--- src/hw/gcpb_pkg.sv ---
// Parameter bank constants: addresses, word indexes, field layout, defaults.
// Assumes 32-bit parameter words reached by an 8-bit parameter address.
`default_nettype none
package gcpb_pkg;

    localparam int ADDR_W = 8;
    localparam int DATA_W = 32;
    localparam int NUM_WORDS = 13;
    localparam int IDX_W = 4;

    // Parameter addresses
    localparam logic [7:0] ADDR_ID   = 8'h03;
    localparam logic [7:0] ADDR_TOUT = 8'h04;
    localparam logic [7:0] ADDR_RATE = 8'h3d;
    localparam logic [7:0] ADDR_TEMPERATURE_MIDPOINT = 8'h3e;
    localparam logic [7:0] ADDR_SF0  = 8'h3f;
    localparam logic [7:0] ADDR_B1   = 8'h41;
    localparam logic [7:0] ADDR_SF1  = 8'h42;
    localparam logic [7:0] ADDR_B2   = 8'h43;
    localparam logic [7:0] ADDR_SF2  = 8'h44;
    localparam logic [7:0] ADDR_B3   = 8'h45;
    localparam logic [7:0] ADDR_SF3  = 8'h46;
    localparam logic [7:0] ADDR_B4   = 8'h47;
    localparam logic [7:0] ADDR_SF4  = 8'h48;

    // Storage indexes
    localparam logic [3:0] IDX_ID   = 4'h0;
    localparam logic [3:0] IDX_TOUT = 4'h1;
    localparam logic [3:0] IDX_RATE = 4'h2;
    localparam logic [3:0] IDX_TEMPERATURE_MIDPOINT = 4'h3;
    localparam logic [3:0] IDX_SF0  = 4'h4;
    localparam logic [3:0] IDX_B1   = 4'h5;
    localparam logic [3:0] IDX_SF1  = 4'h6;
    localparam logic [3:0] IDX_B2   = 4'h7;
    localparam logic [3:0] IDX_SF2  = 4'h8;
    localparam logic [3:0] IDX_B3   = 4'h9;
    localparam logic [3:0] IDX_SF3  = 4'ha;
    localparam logic [3:0] IDX_B4   = 4'hb;
    localparam logic [3:0] IDX_SF4  = 4'hc;
    localparam logic [3:0] IDX_LAST = 4'hc;

    // Field layout
    localparam int TSEL_BIT  = 3;
    localparam int TOFF_LSB  = 18;
    localparam int TOFF_W    = 14;
    localparam int TGAIN_LSB = 4;
    localparam int TGAIN_W   = 14;
    localparam int RSEL_BIT  = 31;
    localparam int SLOT_LSB  = 8;
    localparam int SLOT_W    = 5;
    localparam int TEMPERATURE_MIDPOINT_W    = 24;
    localparam int SF4_W = 19;
    localparam int SF3_W = 20;
    localparam int SF2_W = 21;
    localparam int SF1_W = 30;
    localparam int SF0_W = 31;
    localparam int B4_W  = 19;
    localparam int B3_W  = 20;
    localparam int B2_W  = 20;
    localparam int B1_W  = 30;
    localparam int SLOTS_LEFT_W = 3;

    // Field defaults
    localparam logic [13:0] TOFF_DEF  = 14'h0000;
    localparam logic [13:0] TGAIN_DEF = 14'h0800;
    localparam logic        TSEL_DEF  = 1'b0;
    localparam logic        RSEL_DEF  = 1'b1;
    localparam logic [4:0]  SLOT_DEF  = 5'h01;
    localparam logic [4:0]  SLOT_FULL = 5'h1f;

    localparam logic [31:0] TOUT_WORD_DEF =
        (32'(TOFF_DEF) << TOFF_LSB) | (32'(TGAIN_DEF) << TGAIN_LSB) |
        (32'(TSEL_DEF) << TSEL_BIT);
    localparam logic [31:0] RATE_WORD_DEF =
        (32'(RSEL_DEF) << RSEL_BIT) | (32'(SLOT_DEF) << SLOT_LSB);

    typedef logic [3:0] gcpb_index_type;

    function automatic gcpb_index_type addr_to_index(
        input logic [7:0] addr
    );
        case (addr)
            ADDR_ID:   addr_to_index = IDX_ID;
            ADDR_TOUT: addr_to_index = IDX_TOUT;
            ADDR_RATE: addr_to_index = IDX_RATE;
            ADDR_TEMPERATURE_MIDPOINT: addr_to_index = IDX_TEMPERATURE_MIDPOINT;
            ADDR_SF0:  addr_to_index = IDX_SF0;
            ADDR_B1:   addr_to_index = IDX_B1;
            ADDR_SF1:  addr_to_index = IDX_SF1;
            ADDR_B2:   addr_to_index = IDX_B2;
            ADDR_SF2:  addr_to_index = IDX_SF2;
            ADDR_B3:   addr_to_index = IDX_B3;
            ADDR_SF3:  addr_to_index = IDX_SF3;
            ADDR_B4:   addr_to_index = IDX_B4;
            ADDR_SF4:  addr_to_index = IDX_SF4;
            default:   addr_to_index = 4'hf;
        endcase
    endfunction

    function automatic logic [7:0] index_to_addr(input gcpb_index_type idx);
        case (idx)
            IDX_ID:   index_to_addr = ADDR_ID;
            IDX_TOUT: index_to_addr = ADDR_TOUT;
            IDX_RATE: index_to_addr = ADDR_RATE;
            IDX_TEMPERATURE_MIDPOINT: index_to_addr = ADDR_TEMPERATURE_MIDPOINT;
            IDX_SF0:  index_to_addr = ADDR_SF0;
            IDX_B1:   index_to_addr = ADDR_B1;
            IDX_SF1:  index_to_addr = ADDR_SF1;
            IDX_B2:   index_to_addr = ADDR_B2;
            IDX_SF2:  index_to_addr = ADDR_SF2;
            IDX_B3:   index_to_addr = ADDR_B3;
            IDX_SF3:  index_to_addr = ADDR_SF3;
            IDX_B4:   index_to_addr = ADDR_B4;
            default:  index_to_addr = ADDR_SF4;
        endcase
    endfunction

    function automatic logic [31:0] word_default(input gcpb_index_type idx);
        case (idx)
            IDX_TOUT: word_default = TOUT_WORD_DEF;
            IDX_RATE: word_default = RATE_WORD_DEF;
            default:  word_default = 32'h0000_0000;
        endcase
    endfunction

endpackage
`default_nettype wire

--- src/hw/gcpb_nv_loader.sv ---
// Walks every parameter word and fetches its non-volatile copy after reset.
// Assumes the memory answers each held request with a one-cycle valid.
`default_nettype none
module gcpb_nv_loader (
    input  wire logic                 clk_i,
    input  wire logic                 rst_n_i,
    output logic [7:0]                nv_addr_o,
    output logic                      nv_rd_o,
    input  wire logic [31:0]          nv_rdata_i,
    input  wire logic                 nv_rvalid_i,
    output logic                      ld_we_o,
    output gcpb_pkg::gcpb_index_type  ld_index_o,
    output logic [31:0]               ld_data_o,
    output logic                      done_o
);

    typedef enum logic [1:0] {
        GCPB_LD_REQ,
        GCPB_LD_NEXT,
        GCPB_LD_DONE
    } gcpb_ld_state_type;

    gcpb_ld_state_type        state;
    gcpb_pkg::gcpb_index_type index;

    assign nv_addr_o = gcpb_pkg::index_to_addr(index);
    assign nv_rd_o   = (state == GCPB_LD_REQ);
    assign done_o    = (state == GCPB_LD_DONE);

    ////////////////////////////////////////////////////////////////////////
    // One word per handshake; the request holds until the memory answers
    always_ff @(posedge clk_i or negedge rst_n_i) begin
        if (!rst_n_i) begin
            state      <= GCPB_LD_REQ;
            index      <= gcpb_pkg::IDX_ID;
            ld_we_o    <= 1'b0;
            ld_index_o <= gcpb_pkg::IDX_ID;
            ld_data_o  <= 32'h0000_0000;
        end else begin
            ld_we_o <= 1'b0;
            case (state)
                GCPB_LD_REQ: begin
                    if (nv_rvalid_i) begin
                        ld_we_o    <= 1'b1; // [RQ14]
                        ld_index_o <= index;
                        ld_data_o  <= nv_rdata_i;
                        state      <= GCPB_LD_NEXT;
                    end
                end
                GCPB_LD_NEXT: begin
                    if (index == gcpb_pkg::IDX_LAST) begin
                        state <= GCPB_LD_DONE;
                    end else begin
                        index <= index + 4'h1;
                        state <= GCPB_LD_REQ;
                    end
                end
                GCPB_LD_DONE: state <= GCPB_LD_DONE;
                default:      state <= GCPB_LD_REQ;
            endcase
        end
    end

endmodule
`default_nettype wire

--- src/hw/gcpb_slot_decode.sv ---
// Turns the thermometer-coded slot count into slots remaining.
// Pure combinational; the caller registers the result.
`default_nettype none
module gcpb_slot_decode (
    input  wire logic [4:0] count_i,
    output logic [2:0]      remaining_o,
    output logic            legal_o
);

    // Unprogrammed parts also report no slot usable
    always_comb begin
        legal_o = 1'b1;
        case (count_i) // [RQ6]
            5'h00:   remaining_o = 3'h0;
            5'h01:   remaining_o = 3'h4;
            5'h03:   remaining_o = 3'h3;
            5'h07:   remaining_o = 3'h2;
            5'h0f:   remaining_o = 3'h1;
            5'h1f:   remaining_o = 3'h0;
            default: begin
                remaining_o = 3'h0;
                legal_o     = 1'b0;
            end
        endcase
    end

endmodule
`default_nettype wire

--- src/hw/gcpb_param_bank.sv ---
// Calibration parameter bank of the yaw-rate sensor: volatile word store,
// reloaded from non-volatile memory at reset, with a word access port.
// Assumes the serial command decoder outside presents word-level accesses.
`default_nettype none

// Functional notes
// (RQ1) Word 0x03 holds the 32-bit unique part identifier, read only.
// (RQ2) Bit 3 of word 0x04 selects calibrated temperature; default zero.
// (RQ3) Bits 31:18 of word 0x04 hold temperature offset; default zero.
// (RQ4) Bits 17:4 of word 0x04 hold temperature gain; default 0x0800.
// (RQ5) Bit 31 of word 0x3D selects compensated rate; default one.
// (RQ6) Bits 12:8 of word 0x3D: thermometer slot count, default 00001.
// (RQ7) Scale coefficients at 0x48,0x46,0x44,0x42,0x3F, low fields.
// (RQ8) Bias coefficients at 0x47,0x45,0x43,0x41, low fields.
// (RQ9) Host rewrites bits outside a field with the value read back.
// (RQ10) Parameters reachable through the serial command interface.
// (RQ11) Written values vanish at reset; stored values reload; rewritable.
// (RQ12) Host programs rate coefficients at most five times, others once.
// (RQ13) Device is a mode-0 serial slave; host drives that mode.
// (RQ14) At reset every field loads from non-volatile copy before use.
module gcpb_param_bank (
    input  wire logic        clk_i,
    input  wire logic        rst_n_i,
    // Word access from the serial command decoder
    input  wire logic [7:0]  acc_addr_i,
    input  wire logic        acc_wr_i,
    input  wire logic [31:0] acc_wdata_i,
    input  wire logic        acc_rd_i,
    output logic [31:0]      acc_rdata_o,
    output logic             acc_rvalid_o,
    output logic             acc_wack_o,
    output logic             acc_err_o,
    // Non-volatile memory read port
    output logic [7:0]       nv_addr_o,
    output logic             nv_rd_o,
    input  wire logic [31:0] nv_rdata_i,
    input  wire logic        nv_rvalid_i,
    // Parameters to the data paths
    output logic             params_valid_o,
    output logic [31:0]      unique_id_o,
    output logic             calibrated_temperature_select_o,
    output logic [13:0]      temperature_offset_o,
    output logic [13:0]      temperature_gain_o,
    output logic             compensated_rate_select_o,
    output logic [4:0]       nonvolatile_slot_count_o,
    output logic [2:0]       slots_remaining_o,
    output logic             slot_count_legal_o,
    output logic [23:0]      temperature_midpoint_o,
    output logic [30:0]      scale_constant_coefficient_o,
    output logic [29:0]      scale_first_order_coefficient_o,
    output logic [20:0]      scale_second_order_coefficient_o,
    output logic [19:0]      scale_third_order_coefficient_o,
    output logic [18:0]      scale_fourth_order_coefficient_o,
    output logic [29:0]      bias_first_order_coefficient_o,
    output logic [19:0]      bias_second_order_coefficient_o,
    output logic [19:0]      bias_third_order_coefficient_o,
    output logic [18:0]      bias_fourth_order_coefficient_o
);

    logic [31:0]              words [gcpb_pkg::NUM_WORDS];
    logic                     ld_we;
    gcpb_pkg::gcpb_index_type ld_index;
    logic [31:0]              ld_data;
    logic                     ld_done;
    gcpb_pkg::gcpb_index_type acc_index;
    logic                     acc_mapped;
    logic                     wr_ok;
    logic [2:0]               next_remaining;
    logic                     next_legal;

    ////////////////////////////////////////////////////////////////////////
    // Reload from non-volatile memory
    gcpb_nv_loader u_loader (
        .clk_i       (clk_i),
        .rst_n_i     (rst_n_i),
        .nv_addr_o   (nv_addr_o),
        .nv_rd_o     (nv_rd_o),
        .nv_rdata_i  (nv_rdata_i),
        .nv_rvalid_i (nv_rvalid_i),
        .ld_we_o     (ld_we),
        .ld_index_o  (ld_index),
        .ld_data_o   (ld_data),
        .done_o      (ld_done)
    );

    gcpb_slot_decode u_slot (
        .count_i     (words[gcpb_pkg::IDX_RATE][gcpb_pkg::SLOT_LSB +:
                                                gcpb_pkg::SLOT_W]),
        .remaining_o (next_remaining),
        .legal_o     (next_legal)
    );

    ////////////////////////////////////////////////////////////////////////
    // Access decode; the serial side is the mode-0 slave outside [RQ13]
    assign acc_index  = gcpb_pkg::addr_to_index(acc_addr_i); // [RQ10]
    assign acc_mapped = (acc_index <= gcpb_pkg::IDX_LAST);
    // Identifier is read only; writes during reload are refused
    assign wr_ok = acc_wr_i && acc_mapped && ld_done &&
                   (acc_index != gcpb_pkg::IDX_ID); // [RQ1]

    ////////////////////////////////////////////////////////////////////////
    // Word store: whole words kept, so bits outside fields read back as
    // written and the host read-modify-write holds them [RQ9]
    always_ff @(posedge clk_i or negedge rst_n_i) begin
        if (!rst_n_i) begin
            for (int i = 0; i < gcpb_pkg::NUM_WORDS; i++) begin
                words[i] <= gcpb_pkg::word_default(
                    gcpb_pkg::gcpb_index_type'(i)); // [RQ11]
            end
        end else if (ld_we) begin
            words[ld_index] <= ld_data; // [RQ14]
        end else if (wr_ok) begin
            words[acc_index] <= acc_wdata_i; // [RQ11] [RQ7] [RQ8]
        end
    end

    ////////////////////////////////////////////////////////////////////////
    // Access answers, one cycle after the request
    always_ff @(posedge clk_i or negedge rst_n_i) begin
        if (!rst_n_i) begin
            acc_rdata_o  <= 32'h0000_0000;
            acc_rvalid_o <= 1'b0;
            acc_wack_o   <= 1'b0;
            acc_err_o    <= 1'b0;
        end else begin
            acc_rvalid_o <= acc_rd_i;
            acc_wack_o   <= wr_ok;
            acc_err_o    <= (acc_rd_i && !acc_mapped) ||
                            (acc_wr_i && !wr_ok);
            if (acc_rd_i && acc_mapped) begin
                acc_rdata_o <= words[acc_index]; // [RQ1] [RQ10]
            end else begin
                acc_rdata_o <= 32'h0000_0000;
            end
        end
    end

    ////////////////////////////////////////////////////////////////////////
    // Registered slot status, one cycle behind the slot field
    always_ff @(posedge clk_i or negedge rst_n_i) begin
        if (!rst_n_i) begin
            slots_remaining_o  <= 3'h0;
            slot_count_legal_o <= 1'b0;
        end else begin
            slots_remaining_o  <= next_remaining; // [RQ6]
            slot_count_legal_o <= next_legal;
        end
    end

    // Data paths must ignore the fields until the reload is over
    assign params_valid_o = ld_done; // [RQ14]

    ////////////////////////////////////////////////////////////////////////
    // Field outputs, straight slices of the word flip-flops
    assign unique_id_o = words[gcpb_pkg::IDX_ID]; // [RQ1]
    assign calibrated_temperature_select_o =
        words[gcpb_pkg::IDX_TOUT][gcpb_pkg::TSEL_BIT]; // [RQ2]
    assign temperature_offset_o =
        words[gcpb_pkg::IDX_TOUT][gcpb_pkg::TOFF_LSB +:
                                  gcpb_pkg::TOFF_W]; // [RQ3]
    assign temperature_gain_o =
        words[gcpb_pkg::IDX_TOUT][gcpb_pkg::TGAIN_LSB +:
                                  gcpb_pkg::TGAIN_W]; // [RQ4]
    assign compensated_rate_select_o =
        words[gcpb_pkg::IDX_RATE][gcpb_pkg::RSEL_BIT]; // [RQ5]
    assign nonvolatile_slot_count_o =
        words[gcpb_pkg::IDX_RATE][gcpb_pkg::SLOT_LSB +:
                                  gcpb_pkg::SLOT_W]; // [RQ6]
    assign temperature_midpoint_o =
        words[gcpb_pkg::IDX_TEMPERATURE_MIDPOINT][gcpb_pkg::TEMPERATURE_MIDPOINT_W-1:0];
    assign scale_constant_coefficient_o =
        words[gcpb_pkg::IDX_SF0][gcpb_pkg::SF0_W-1:0]; // [RQ7]
    assign scale_first_order_coefficient_o =
        words[gcpb_pkg::IDX_SF1][gcpb_pkg::SF1_W-1:0]; // [RQ7]
    assign scale_second_order_coefficient_o =
        words[gcpb_pkg::IDX_SF2][gcpb_pkg::SF2_W-1:0]; // [RQ7]
    assign scale_third_order_coefficient_o =
        words[gcpb_pkg::IDX_SF3][gcpb_pkg::SF3_W-1:0]; // [RQ7]
    assign scale_fourth_order_coefficient_o =
        words[gcpb_pkg::IDX_SF4][gcpb_pkg::SF4_W-1:0]; // [RQ7]
    assign bias_first_order_coefficient_o =
        words[gcpb_pkg::IDX_B1][gcpb_pkg::B1_W-1:0]; // [RQ8]
    assign bias_second_order_coefficient_o =
        words[gcpb_pkg::IDX_B2][gcpb_pkg::B2_W-1:0]; // [RQ8]
    assign bias_third_order_coefficient_o =
        words[gcpb_pkg::IDX_B3][gcpb_pkg::B3_W-1:0]; // [RQ8]
    assign bias_fourth_order_coefficient_o =
        words[gcpb_pkg::IDX_B4][gcpb_pkg::B4_W-1:0]; // [RQ8]

    ////////////////////////////////////////////////////////////////////////
    // Checks
    id_read_back_a: assert property ( // [RQ1]
        @(posedge clk_i) disable iff (!rst_n_i)
        acc_rd_i && acc_addr_i == gcpb_pkg::ADDR_ID
        |=> acc_rvalid_o && acc_rdata_o == $past(unique_id_o))
        else $error("identifier read back wrong");

    id_read_only_a: assert property ( // [RQ1]
        @(posedge clk_i) disable iff (!rst_n_i)
        acc_wr_i && acc_addr_i == gcpb_pkg::ADDR_ID && !ld_we
        |=> $stable(unique_id_o) && acc_err_o && !acc_wack_o)
        else $error("identifier changed by a write");

    temp_select_a: assert property ( // [RQ2]
        @(posedge clk_i) disable iff (!rst_n_i)
        ld_done && acc_wr_i && acc_addr_i == gcpb_pkg::ADDR_TOUT
        |=> calibrated_temperature_select_o == $past(acc_wdata_i[3]))
        else $error("temperature select not taken");

    temp_fields_a: assert property ( // [RQ3] [RQ4]
        @(posedge clk_i) disable iff (!rst_n_i)
        ld_done && acc_wr_i && acc_addr_i == gcpb_pkg::ADDR_TOUT
        |=> temperature_offset_o == $past(acc_wdata_i[31:18]) &&
            temperature_gain_o == $past(acc_wdata_i[17:4]))
        else $error("temperature calibration fields wrong");

    rate_select_a: assert property ( // [RQ5]
        @(posedge clk_i) disable iff (!rst_n_i)
        ld_done && acc_wr_i && acc_addr_i == gcpb_pkg::ADDR_RATE
        |=> compensated_rate_select_o == $past(acc_wdata_i[31]))
        else $error("rate select not taken");

    slot_full_a: assert property ( // [RQ6]
        @(posedge clk_i) disable iff (!rst_n_i)
        ld_done && acc_wr_i && acc_addr_i == gcpb_pkg::ADDR_RATE &&
        acc_wdata_i[12:8] == 5'h1f
        |=> ##1 slots_remaining_o == 3'h0 && slot_count_legal_o)
        else $error("full slot count misdecoded");

    coef_whole_word_a: assert property ( // [RQ7] [RQ9]
        @(posedge clk_i) disable iff (!rst_n_i)
        ld_done && acc_wr_i && acc_addr_i == gcpb_pkg::ADDR_SF4
        ##1 !acc_wr_i
        ##1 acc_rd_i && acc_addr_i == gcpb_pkg::ADDR_SF4 && !acc_wr_i
        |=> acc_rdata_o == $past(acc_wdata_i, 3))
        else $error("coefficient word not kept whole");

    bias_field_a: assert property ( // [RQ8]
        @(posedge clk_i) disable iff (!rst_n_i)
        ld_done && acc_wr_i && acc_addr_i == gcpb_pkg::ADDR_B1
        |=> bias_first_order_coefficient_o == $past(acc_wdata_i[29:0]))
        else $error("bias first order field wrong");

    unmapped_read_a: assert property ( // [RQ10]
        @(posedge clk_i) disable iff (!rst_n_i)
        acc_rd_i && acc_addr_i == 8'h40
        |=> acc_err_o && acc_rvalid_o && acc_rdata_o == 32'h0000_0000)
        else $error("unmapped read not flagged");

    load_blocks_write_a: assert property ( // [RQ14]
        @(posedge clk_i) disable iff (!rst_n_i)
        !params_valid_o && acc_wr_i |=> acc_err_o && !acc_wack_o)
        else $error("write accepted during reload");

    valid_sticks_a: assert property ( // [RQ14] [RQ11]
        @(posedge clk_i) disable iff (!rst_n_i)
        params_valid_o |=> params_valid_o)
        else $error("parameter valid dropped");

    slot_zero_a: assert property ( // [RQ6]
        @(posedge clk_i) disable iff (!rst_n_i)
        nonvolatile_slot_count_o == 5'h00
        |=> slot_count_legal_o &&
            slots_remaining_o == 3'h0)
        else $error("slot zero misread");

    slot_once_a: assert property ( // [RQ6]
        @(posedge clk_i) disable iff (!rst_n_i)
        nonvolatile_slot_count_o == 5'h01
        |=> slot_count_legal_o &&
            slots_remaining_o == 3'h4)
        else $error("slot one misread");

    slot_twice_a: assert property ( // [RQ6]
        @(posedge clk_i) disable iff (!rst_n_i)
        nonvolatile_slot_count_o == 5'h03
        |=> slot_count_legal_o &&
            slots_remaining_o == 3'h3)
        else $error("slot two misread");

    slot_bad_code_a: assert property ( // [RQ6]
        @(posedge clk_i) disable iff (!rst_n_i)
        nonvolatile_slot_count_o == 5'h05
        |=> !slot_count_legal_o &&
            slots_remaining_o == 3'h0)
        else $error("bad slot code taken");

    reload_data_a: assert property ( // [RQ14]
        @(posedge clk_i) disable iff (!rst_n_i)
        ld_we
        |=> words[$past(ld_index)] ==
            $past(ld_data))
        else $error("reloaded word lost");

    nv_hold_a: assert property ( // [RQ14]
        @(posedge clk_i) disable iff (!rst_n_i)
        nv_rd_o && !nv_rvalid_i
        |=> nv_rd_o &&
            $stable(nv_addr_o))
        else $error("reload request dropped");

endmodule
`default_nettype wire

--- config.mk ---
export PLATFORM = sky130hd
export DESIGN_NAME = gcpb_param_bank
export DESIGN_NICKNAME = d
export VERILOG_FILES = /design/src/hw/gcpb_pkg.sv /design/src/hw/gcpb_nv_loader.sv /design/src/hw/gcpb_slot_decode.sv /design/src/hw/gcpb_param_bank.sv
export SDC_FILE = /design/constraint.sdc
export NUM_CORES = 1
export LEC_CHECK = 0
export BUFFER_PORTS_ARGS = -buffer_cell sky130_fd_sc_hd__clkbuf_2
export CAP_MARGIN = 20
export CORE_MARGIN = 2
export CORE_UTILIZATION = 35
export CTS_CLUSTER_SIZE = 25
export DETAILED_ROUTE_END_ITERATION = 16
export HOLD_SLACK_MARGIN = 0.1
export SLEW_MARGIN = 20
export SYNTH_ARGS = -nofsm -noshare
export SYNTH_HDL_FRONTEND = slang
export SYNTH_SLANG_ARGS = --single-unit
--- constraint.sdc ---
create_clock -name clk_i -period 2.6 [get_ports clk_i]
set_clock_uncertainty 0.05 [all_clocks]
set_input_delay 0.39 -clock clk_i [delete_from_list [all_inputs] [get_ports clk_i]]
set_output_delay 0.39 -clock clk_i [all_outputs]
set_load 0.02 [all_outputs]
# Word level (Yosys, flattened, before mapping)
# Memories as Yosys holds them, arrays and structs flattened.
# Index checks and enable logic that the tools add are counted.
# word_totals
regBits	498
rom_bits	112
output_inout_bits	350
elab_cells	94
memories	1
# classes
n_addsub	1
n_lt_le_gt_ge	5
eq_ne	22
muxes	20
bitwise_logic	3
n_reduce_logical	18
# memory_table
name	words	width	rd	rd_clocked_by_memory_dff	wr	line_no	text
(no name shown)	16	7	1	0	0	gcpb_pkg.sv:101	case (idx)
# ops
cell	n
$bwmux 416	2
$mux 416	2
$demux 32 s4	2
$mux 32	5
$bmux 32 s4	1
$eq 8x7->1 const B	8
$pmux 4 s13	1
$eq 8x6->1 const B	3
$pmux 3 s4	1
$ge 5x5->1 const B	2
$lt 5x1->1 const B	2
$not 4->5	2
$eq 8x2->1 const B	1
$eq 8x3->1 const B	1
$logic_and 1x1->1	8
$pmux 2 s3	1
$reduce_or 6->1	1
$eq 5x1->1 const B	1
$eq 5x2->1 const B	1
$eq 5x3->1 const B	1
$eq 5x4->1 const B	1
$eq 5x5->1 const B	1
$logic_not 5->1	1
$add 4x1->4 const B	1
14 further kinds	19

# Longest topological paths before layout
# Gate-level depths: netlist (run 1).
# depth
word_depth	10
ltp_mapped	12
ltp_nobuf	7

# Cells and area by module
# A second synthesis (run 1) with hierarchy kept.
# unflattened
hier_cells	2432
area_unflattened_um2	25270.5
# modules_own_cells
mod	instances	cells_per_inst	area_each_um2
gcpb_param_bank	1	2294	23231.0
gcpb_nv_loader	1	128	1983.2
gcpb_slot_decode	1	10	56.3

# Worst setup path before layout (run 1)
# No wires, ideal clock.
# synth_path
path_kind	in2reg
start	input port acc_addr_i[7]
end	register words (netlist bit bias_second_order_coefficient_o[10])
setup_ns	0.126
arrival_time_ns	2.579
required_ns	2.424
setup_slack_ns	-0.155
path_stages	9
cell_sequence	clkbuf_1 > or4b_4 > nor2_1 > nand3_1 > a2111oi_4 > buf_4 > a31oi_1 > buf_2 > a221o_1
# synth_via
elab_chain_cells	10
# synth_lines
item	line_no	text
from (decl)	gcpb_param_bank.sv:25	input wire logic [7:0] acc_addr_i,
$eq 8x7->1 (tied with other cells)	gcpb_pkg.sv:82	case (addr)
$pmux 4 s13 (*)	gcpb_pkg.sv:82	
$not 4->5 (not written as such)	gcpb_param_bank.sv:113	words[acc_index] <= acc_wdata_i;
$ge 5x5->1 (not written as such) / $lt 5x1->1 (equally long branches)	gcpb_param_bank.sv:113	
$logic_and 1x1->1 (not written as such)	gcpb_param_bank.sv:113	
$mux 32 (not written as such)	gcpb_param_bank.sv:113	
$demux 32 s4	gcpb_param_bank.sv:113	
$bwmux 416	gcpb_param_bank.sv:113	
$mux 416	gcpb_param_bank.sv:112	end else if (wr_ok) begin
$mux 416	gcpb_param_bank.sv:110	end else if (ld_we) begin
to (signal, indexed assignment)	gcpb_param_bank.sv:107	words[i] <= gcpb_pkg::word_default(
to (signal, indexed assignment)	gcpb_param_bank.sv:111	words[ld_index] <= ld_data;
to (signal, indexed assignment)	gcpb_param_bank.sv:113	
to (decl)	gcpb_param_bank.sv:60	logic [31:0] words [gcpb_pkg::NUM_WORDS];
# Mark *: on every way between the ends. The rest lies on a longest branch, timed or not. The select of a mux whose other input is x is not followed.
# A chain may end at the register's enable or synchronous reset.

# Worst setup path after layout (run 1)
# layout_path
start	input port acc_addr_i[7]
end	register acc_rdata_o[29]
# layout_via
elab_chain_cells	7
# layout_lines
item	line_no	text
$eq 8x7->1 (tied with other cells)	gcpb_pkg.sv:82	
$pmux 4 s13 (*)	gcpb_pkg.sv:82	
$not 4->5 (not written as such)	gcpb_param_bank.sv:131	acc_rdata_o <= words[acc_index];
$bmux 32 s4	gcpb_param_bank.sv:131	
$mux 32 (not written as such) (2 in a row)	gcpb_param_bank.sv:131	
$mux 32 (*)	gcpb_param_bank.sv:130	if (acc_rd_i && acc_mapped) begin
to (signal assigned)	gcpb_param_bank.sv:131	
to (decl)	gcpb_param_bank.sv:29	output logic [31:0] acc_rdata_o,
# Marks and branches as above.

==> impl_metrics.env, run 1 <==
export IMPL_worstRegToRegCells=6
export IMPL_num_rows=102
export IMPL_layout_common_cells="dfrtp_1, clkbuf_2, nand2_1"
export IMPL_viasPerCell=6.064
export IMPL_final_cells=4186
export IMPL_antenna_found_initial=3
export IMPL_synth_cells=2867
export IMPL_synth_compound_area_share_pct=23.54
export IMPL_numCtsBuffers=57
export IMPL_cp_max_fo=23
export IMPL_final_area_mm2=0.03308
export IMPL_root_buffer="clkbuf_16"
export IMPL_synthSimpleGateAreaFrac_pct=12.94
export IMPL_hold_class="primary input to flip-flop"
export IMPL_finalWirelength_mm=119.0
export IMPL_p_leak_uw=0.01552
export IMPL_synthMuxAreaShare_pct=5.312
export IMPL_clkTransAtPathRegs_ns=0.06
export IMPL_timing_rr_end="words[117]"
export IMPL_first_global_vias=24280
export IMPL_powerDensity_mw_per_mm2=1101
export IMPL_reg2reg_from="u_loader.ld_we_o"
export IMPL_grt_first_pass_wirelength_mm=172.4
export IMPL_routed_wire_length_per_instance_um=28.42
export IMPL_synth_fp_nets=2948
export IMPL_fmax_ghz=0.3935
export IMPL_start_kind="primary input"
export IMPL_synth_top_family_by_area="compound AO/OA/AOI/OAI gates"
export IMPL_hold_end="temperature_gain_o[11]"
export IMPL_tns_ns=0
export IMPL_rrSetupSlack_ns=0.24
export IMPL_io_pins=427
export IMPL_crit_arrival_ns=3.06
export IMPL_synth_xor_area_share_pct=0.2238
export IMPL_rsz0062_at_grt="no"
export IMPL_tritoncts="built"
export IMPL_seq_area_frac_synth_pct=45.51
export IMPL_clk_latency_ns=0.64
export IMPL_vdd_drop_max_mv=0.6265
export IMPL_htreeDepth=2
export IMPL_avgSynthCellArea_um2=9.555
export IMPL_grt_overflow_total=0
export IMPL_routabilityCongestion=0.9555
export IMPL_final_layout_size_suffix_gt1_share_pct=30.66
export IMPL_die_x_um=283.8
export IMPL_finalCritPeriodShare_pct=97.75
export IMPL_core_area_mm2=0.07747
export IMPL_fin_crit_ns=2.541
export IMPL_synthFlopType="dfrtp_1"
export IMPL_die_area_mm2=0.08052
export IMPL_netlist_area_mm2=0.02739
export IMPL_firstDrtPassIters=6
export IMPL_postSynth_asyncResetShare_pct=100.0
export IMPL_via_count=25390
export IMPL_drtAntennaViolNets=0
export IMPL_hold_viol_final=0
export IMPL_worst_pin_slew_ns=0.8431
export IMPL_hold_start="acc_wdata_i[15]"
export IMPL_mostFrequentLayoutCell="dfrtp_1"
export IMPL_worstPathRequired_ns=3.12
export IMPL_setup_violations=0
export IMPL_drt_iter0_drc=3205
export IMPL_synth_cell_types=60
export IMPL_critPathKind="primary input to flip-flop"
export IMPL_grt_use_total_pct=28.58
export IMPL_status="completed"
export IMPL_cts_buffer_depth=3
export IMPL_initial_core_util_pct=35.36
export IMPL_fin_nets=3176
export IMPL_port_buffers=425
export IMPL_grt_max_degree=75
export IMPL_slew_headroom_pct=43.68
export IMPL_ys_seq_elements=498
export IMPL_dpl_hpwl_mm=84.04
export IMPL_slew_violations=0
export IMPL_drc=0
export IMPL_end_kind="flip-flop"
export IMPL_area_delta_synth_final_pct=20.76
export IMPL_place_inst=4038
export IMPL_cts_sinks=498
export IMPL_place_area_mm2=0.03080
export IMPL_min_delay_path_depth=3
export IMPL_yosys_area_share_adder_pct=0.1827
export IMPL_maxCapViolations=0
export IMPL_yosys_warnings=0
export IMPL_synth_edf_count=0
export IMPL_chipHeight_um=283.8
-- metal layers --
layer	global-route usage [%]	vias to the layer above	part of all wire [%]
met2	44.36	1664	45
met1	37.13	12710	39
li1	-	10700	-
met5	0	-	0.097
met3	8.031	305	11
met4	12.54	6	4.9
-- sequential cells by signal, indices dropped and copies added, names as in the netlist, 20 cells and up --
signal and count:
words 115, u_loader.ld_data_o 32, bias_second_order_coefficient_o 20, scale_second_order_coefficient_o 21, bias_third_order_coefficient_o 20, scale_constant_coefficient_o 31, scale_first_order_coefficient_o 30, temperature_midpoint_o 24
scale_third_order_coefficient_o 20, unique_id_o 32, acc_rdata_o 32, bias_first_order_coefficient_o 30
-- report_power, final --
part           switching (uW)  internal (uW)
combinational            7910           5260
sequential               4390          10700
clock                    3580           4590
total                   15900          20600
-- cells by family after synthesis --
group           count (synthesis)
xor+xnor                        7
flops                         498
fa+ha+maj                       4
buf+inv                       576
mux                           133
compound gates                835
simple gates                  813
other cells                     1
-- worst max-delay path: stages --
cell and delay (ns):
clkbuf_2 0.12, or4b_4 0.58, buf_4 0.19, nor2_4 0.09, nand3_2 0.11, buf_4 0.17, a22oi_2 0.30, buf_12 0.24
o22ai_1 0.10, a22o_1 0.23, nor3_1 0.31, buf_4 0.19
-- through the flow --
step	util (%)	total power, uW	hold WS [ns]	setup slack (ns)
floorplan	-	24440	0.04441	-0.1198
global placement	39.76	27830	0.3720	-0.5221
detailed placement	39.76	28080	0.3672	-0.4798
CTS	42.69	36310	0.1068	0.002023
global route	42.70	38170	0.1348	0.008061
finish	42.70	36440	0.1343	0.05850
-- synthesized netlist by cell type, types with 8 or more instances --
library cell,count,area (um2)
dfrtp_1,495,12390
nand2_1,400,1501
buf_4,307,2305
a22oi_1,269,2019
clkbuf_1,215,807.0
nor2_1,194,728.2
a221o_1,128,1281
o22ai_1,116,725.7
mux2_2,99,1115
nor3_1,73,365.4
a21oi_1,67,335.3
o31ai_1,64,480.5
o221ai_1,62,543.0
a2bb2oi_1,42,367.9
buf_2,42,210.2
nand2b_1,40,250.2
nor2b_1,38,237.7
mux2i_1,34,340.3
or3_1,32,200.2
o21a_1,25,187.7
a22o_1,12,105.1
and3_1,12,75.07
a31oi_1,11,68.82
o2bb2ai_1,11,96.34
buf_1,8,30.03
-- final cells by class --
cell class / count / area (um2)
Clock inverter: 27 / 229.0
Fill cell: 7571 / 44390
Clock buffer: 81 / 1667
Antenna cell: 2 / 5.005
Timing Repair Buffer: 741 / 5440
Sequential cell: 498 / 12470
Multi-Input combinational cell: 1793 / 11960
Tap cell: 1040 / 1301
Inverter: 4 / 15.01
-- worst max-delay path by stage --
stage / cells past startpoint / from / to / slack, ns
2_1_floorplan: 10 / acc_addr_i[7] / bias_fourth_order_coefficient_o[10] / -0.12
3_3_place_gp: 12 / acc_addr_i[7] / acc_rdata_o[29] / -0.52
3_5_place_dp: 12 / acc_addr_i[7] / acc_rdata_o[29] / -0.48
4_1_cts: 6 / u_loader.index[1] / nv_addr_o[1] / 0.002
5_1_grt: 6 / u_loader.index[0] / nv_addr_o[1] / 0.008
6_report: 12 / acc_addr_i[7] / acc_rdata_o[29] / 0.06
-- repair_timing --
action / 4_1_cts / 5_1_grt
gates resized for setup: 3 / 2
hold endpoints to repair: 89 / 0
setup endpoints to repair: 1 / 2
buffers inserted: 1 / 1
hold buffers: 36 / 0
Note: power is estimated with default switching activity, not from simulation.
==> run 2, diff against run 1 <==
Settings changed: CTS_BUF_LIST set to sky130_fd_sc_hd__clkbuf_16.
==> impl_metrics.env, run 2 (same netlist as run 1, synthesis figures left out) <==
export IMPL_grt_use_total_pct=28.53
export IMPL_cts_buffer_depth=3
export IMPL_slowest_stage="or4b_4"
export IMPL_rsz0062_at_grt="no"
export IMPL_num_rows=102
export IMPL_grt_overflow_total=0
export IMPL_worst_slack_ns=0.06693
export IMPL_fin_nets=3176
export IMPL_initial_core_util_pct=35.36
export IMPL_final_area_mm2=0.03292
export IMPL_cp_cell_sequence="clkbuf_2 -> or4b_4 -> buf_4 -> nor2_4 -> nand3_2 -> buf_4 -> a22oi_2 -> buf_12 -> o22ai_1 -> a22o_1 -> nor3_1 -> buf_4"
export IMPL_rrSetupSlack_ns=0.28
export IMPL_place_area_mm2=0.03080
export IMPL_largest_register="words"
export IMPL_fill_cells=7591
export IMPL_pre_cts_ws_ns=-0.4798
export IMPL_htreeDepth=2
export IMPL_dpl_hpwl_mm=84.04
export IMPL_grt_use_met2_pct=44.21
export IMPL_grt_met1_usage_pct=37.16
export IMPL_place_inst=4038
export IMPL_worst_pin_slew_ns=0.8643
export IMPL_crit_arrival_ns=3.05
export IMPL_critical_path_top_delay_family="simple AND/OR/NAND/NOR gates"
export IMPL_antenna_diode_count=0
export IMPL_chipHeight_um=283.8
export IMPL_slew_headroom_pct=42.26
export IMPL_slowest_delay_ns=0.58
export IMPL_drc=0
export IMPL_grt_max_degree=75
export IMPL_clkTransAtPathRegs_ns=0.06
export IMPL_status="completed"
export IMPL_area_delta_synth_final_pct=20.19
export IMPL_worstPathRequired_ns=3.12
export IMPL_tritoncts="built"
export IMPL_end_kind="flip-flop"
export IMPL_cts_sinks=498
export IMPL_hold_slack_ns=0.1396
export IMPL_path_buf_inv=5
export IMPL_final_layout_size_suffix_gt1_share_pct=30.18
export IMPL_routed_wire_length_per_instance_um=28.38
export IMPL_vdd_drop_max_mv=0.6241
export IMPL_drt_iter0_drc=3104
export IMPL_fin_crit_ns=2.533
export IMPL_cpMostUsedCell="buf_4"
export IMPL_viasPerCell=5.997
export IMPL_setup_violations=0
export IMPL_die_x_um=283.8
export IMPL_grtUsageMet3_pct=7.982
export IMPL_top_usage_layer="met2"
export IMPL_start_kind="primary input"
export IMPL_hold_viol_final=0
export IMPL_grt_first_pass_wirelength_mm=172.1
export IMPL_firstDrtPassIters=6
export IMPL_port_buffers=425
export IMPL_die_area_mm2=0.08052
export IMPL_maxCapViolations=0
export IMPL_drtAntennaViolNets=0
export IMPL_numCtsBuffers=57
export IMPL_fmax_ghz=0.3948
export IMPL_first_global_vias=24190
export IMPL_antenna_found_initial=3
export IMPL_final_cells=4184
export IMPL_via_count=25090
export IMPL_mostFrequentLayoutCell="dfrtp_1"
export IMPL_slew_violations=0
export IMPL_layout_common_cells="dfrtp_1, clkbuf_2, nand2_1"
export IMPL_core_area_mm2=0.07747
export IMPL_hold_class="primary input to flip-flop"
export IMPL_root_buffer="clkbuf_16"
export IMPL_routabilityCongestion=0.9555
export IMPL_p_leak_uw=0.01547
export IMPL_powerDensity_mw_per_mm2=1090
export IMPL_finalCritPeriodShare_pct=97.43
export IMPL_io_pins=427
export IMPL_cp_max_fo=23
export IMPL_largest_reg_flops=115
export IMPL_finalWirelength_mm=118.7
export IMPL_critPathKind="primary input to flip-flop"
export IMPL_clk_latency_ns=0.63
run 2: cell types whose count changed in the layout (fill, tap and decap cells not counted):
cell,previous run,this run
clkinv_1,0,15
diode_2,2,0
inv_1,3,12
buf_2,1,2
clkbuf_8,15,0
clkbuf_1,9,0
buf_4,214,213
run 2: timing repair:
item	4_1_cts	5_1_grt
buffers inserted	1	1
hold buffers	36	0
resized for setup	2	2
hold endpoints to repair	89	0
endpoints found under the setup margin	1	2
run 2: worst paths after layout:
check                                  from                                   end  cells past startpoint
setup / recovery              acc_addr_i[7]                       acc_rdata_o[29]                     12
setup reg to reg           u_loader.ld_we_o                            words[117]                      6
min in group asynchronous           rst_n_i  scale_fourth_order_coefficient_o[10]                      2
hold reg to reg                  words[153]                            words[153]                      2
hold / removal              acc_wdata_i[16]   bias_fourth_order_coefficient_o[16]                      3
max in group asynchronous           rst_n_i  scale_second_order_coefficient_o[16]                      3
run 2: where the power goes:
part           internal [uW]  switching [uW]  total [uW]
combinational           5250            7900       13100
clock                   4110            3540        7650
sequential             10700            4380       15100
total                  20100           15800       35900
run 2: tightest hold or removal path, stage by stage:
cell and delay [ns]:
clkbuf_2 0.08, nand2b_1 0.19, o31ai_1 0.10
run 2: metal layers:
layer	wire length [um]	vias to the layer above
met1	46770	12520
met3	12500	293
met5	27	-
met4	5769	4
li1	-	10700
met2	53660	1572
run 2: area by class of cell:
type | instances | area [um2] | area share, %
clock buffers | 57 | 1426 | 4.332
clock inverters | 51 | 319.1 | 0.9691
inverters | 4 | 15.01 | 0.04560
multi-input cells | 1793 | 11960 | 36.31
flip-flops and latches | 498 | 12470 | 37.87
well taps | 1040 | 1301 | 3.952
repair buffers | 741 | 5438 | 16.52
run 2: metrics by stage:
step | utilization, % | power (uW) | TNS [ns]
final | 42.50 | 35900 | 0
after global routing | 42.50 | 37640 | 0
after CTS | 42.49 | 35790 | 0
after detailed placement | 39.76 | 28080 | -144.14
after global placement | 39.76 | 27830 | -135.11
after floorplan | - | 24440 | -38.02
==> run 3, diff against run 2 <==
Settings changed: CORE_MARGIN 2 to 1, SETUP_SLACK_MARGIN set to 0.5.
==> impl_metrics.env, run 3 (same netlist as run 1, synthesis figures left out) <==
export IMPL_finalCritPeriodShare_pct=96.23
export IMPL_htreeDepth=2
export IMPL_cp_max_fo=8
export IMPL_io_pins=427
export IMPL_tns_ns=0
export IMPL_p_sw_uw=16880
export IMPL_initial_core_util_pct=35.36
export IMPL_chipHeight_um=281.8
export IMPL_status="completed"
export IMPL_grt_first_pass_wirelength_mm=180.1
export IMPL_die_x_um=281.8
export IMPL_vdd_drop_max_mv=0.7311
export IMPL_cts_sinks=498
export IMPL_setup_violations=0
export IMPL_mostFrequentLayoutCell="dfrtp_1"
export IMPL_clk_latency_ns=0.67
export IMPL_numCtsBuffers=58
export IMPL_core_area_mm2=0.07747
export IMPL_routed_wire_length_per_instance_um=30.37
export IMPL_grtUsageMet3_pct=8.187
export IMPL_grt_use_met2_pct=47.98
export IMPL_p_seq_share_pct=40.2
export IMPL_slew_violations=0
export IMPL_p_leak_uw=0.01676
export IMPL_root_buffer="clkbuf_16"
export IMPL_tritoncts="built"
export IMPL_seqCellArea_mm2=0.01247
export IMPL_port_buffers=425
export IMPL_combPwrFrac_pct=37.5
export IMPL_grt_overflow_total=0
export IMPL_powerDensity_mw_per_mm2=1048
export IMPL_fmax_ghz=0.3997
export IMPL_cpMostUsedCell="buf_4"
export IMPL_viasPerCell=6.212
export IMPL_clkTransAtPathRegs_ns=0.06
export IMPL_worst_pin_slew_ns=0.9785
export IMPL_antenna_found_initial=4
export IMPL_firstDrtPassIters=6
export IMPL_crit_arrival_ns=3.01
export IMPL_fin_nets=3293
export IMPL_worstRegToRegCells=11
export IMPL_start_kind="primary input"
export IMPL_cellInternalPower_uw=21660
export IMPL_largest_reg_flops=115
export IMPL_layout_common_cells="dfrtp_1, clkbuf_2, nand2_1"
export IMPL_grt_met1_usage_pct=39.81
export IMPL_fill_cells=7129
export IMPL_slowest_stage="o211ai_1"
export IMPL_netSwitchingFraction_pct=43.79
export IMPL_finish_utilization_pct=47.46
export IMPL_die_area_mm2=0.07939
export IMPL_rsz0062_at_grt="yes"
export IMPL_min_delay_path_depth=2
export IMPL_finalWirelength_mm=130.5
export IMPL_drc=0
export IMPL_fin_crit_ns=2.502
export IMPL_num_rows=102
export IMPL_via_count=26690
export IMPL_hold_viol_final=0
export IMPL_maxCapViolations=0
export IMPL_area_delta_synth_final_pct=34.21
export IMPL_first_global_vias=24840
export IMPL_end_kind="flip-flop"
export IMPL_drt_iter0_drc=3521
export IMPL_cts_buffer_depth=3
export IMPL_rrSetupSlack_ns=0.13
export IMPL_largest_register="words"
export IMPL_slew_headroom_pct=34.64
export IMPL_top_usage_layer="met2"
export IMPL_cp_cell_sequence="clkbuf_16 -> buf_8 -> o21bai_1 -> a22oi_1 -> buf_4 -> o32a_1 -> a2111oi_4 -> buf_4 -> buf_6 -> buf_6 -> buf_16 -> o211ai_1 -> buf_4 -> buf_12 -> nor2_1 -> a221o_1"
export IMPL_worstPathRequired_ns=3.10
export IMPL_critPathKind="primary input to flip-flop"
export IMPL_grt_use_total_pct=31.23
export IMPL_hold_class="primary input to flip-flop"
export IMPL_slowest_delay_ns=0.28
export IMPL_final_layout_size_suffix_gt1_share_pct=41.84
export IMPL_multi_input_area_mm2=0.01354
export IMPL_drtAntennaViolNets=0
export IMPL_power_frac_clock_pct=22.3
export IMPL_routabilityCongestion=0.9979
export IMPL_grt_max_degree=70
export IMPL_dpl_hpwl_mm=83.15
## run 3: cell count changes in the layout (fill, tap and decap cells not counted), sizes merged
cell,delta
bufinv,+8
clkbuf,+9
clkinvlp,-4
bufbuf,+3
diode,+2
clkinv,-10
buf,+105
## run 3: final timing paths
path                                       start                                 end
worst max-delay path               acc_addr_i[6]                           words[94]
worst min-delay path              nv_rdata_i[11]              u_loader.ld_data_o[11]
worst max register to register  u_loader.ld_we_o                           words[94]
worst min register to register        words[150]                          words[150]
max in group asynchronous                rst_n_i                          words[123]
min in group asynchronous                rst_n_i  bias_fourth_order_coefficient_o[6]
## run 3: layout make-up
cell class,instances,share of cell area (%)
timing repair buffer,857,20.35
sequential,498,33.92
clock buffer,58,3.948
clock inverter,45,1.365
antenna,2,0.01361
inverter,4,0.04084
multi-input combinational,1793,36.83
tap,1040,3.539
## run 3: stage by stage
step / power, uW / hold slack (ns) / instance area, um2 / cells / setup WS [ns]
finish: 38530 / 0.1163 / 36770 / 4297 / 0.09800
global route: 40050 / 0.1013 / 36760 / 4295 / 0.01629
CTS: 37430 / 0.1031 / 35190 / 4262 / 0.1657
detailed placement: 28100 / 0.3102 / 30650 / 4027 / -0.6018
global placement: 27870 / 0.3067 / 30650 / 4027 / -0.6209
floorplan: 24440 / 0.04441 / 27540 / 2867 / -0.1198
## run 3: worst max-delay path: cells and delay by family
kind	cells	cell delay, ns
AO/OA/AOI/OAI	6	1.19
buffers and inverters	9	1.34
AND/OR/NAND/NOR	1	0.06
## run 3: power groups by stage
| stage | Clock, uW | Sequential, uW | Combinational (uW) |
|---|---|---|---|
| 2_1_floorplan | 0 | 12700 | 11700 |
| 4_1_cts | 8650 | 15000 | 13700 |
| 3_3_place_gp | 0 | 15100 | 12800 |
| 5_1_grt | 8950 | 15700 | 15400 |
| 3_5_place_dp | 0 | 15100 | 13000 |
| 6_report | 8590 | 15500 | 14500 |
## run 3: repair_timing
| action | in CTS | in global routing |
|---|---|---|
| resized for setup | 223 | 317 |
| pin swaps | 64 | 67 |
| setup buffers | 65 | 24 |
| cloned | 31 | 9 |
| hold buffers | 36 | 0 |
| setup endpoints to repair | 445 | 455 |
| endpoints found under the hold margin | 288 | 0 |
## run 3: per-layer routing
layer	vias up	share of wire, %
met1	13300	37
met3	461	12
met5	-	0.026
met4	6	6.7
met2	1961	44
li1	10960	-
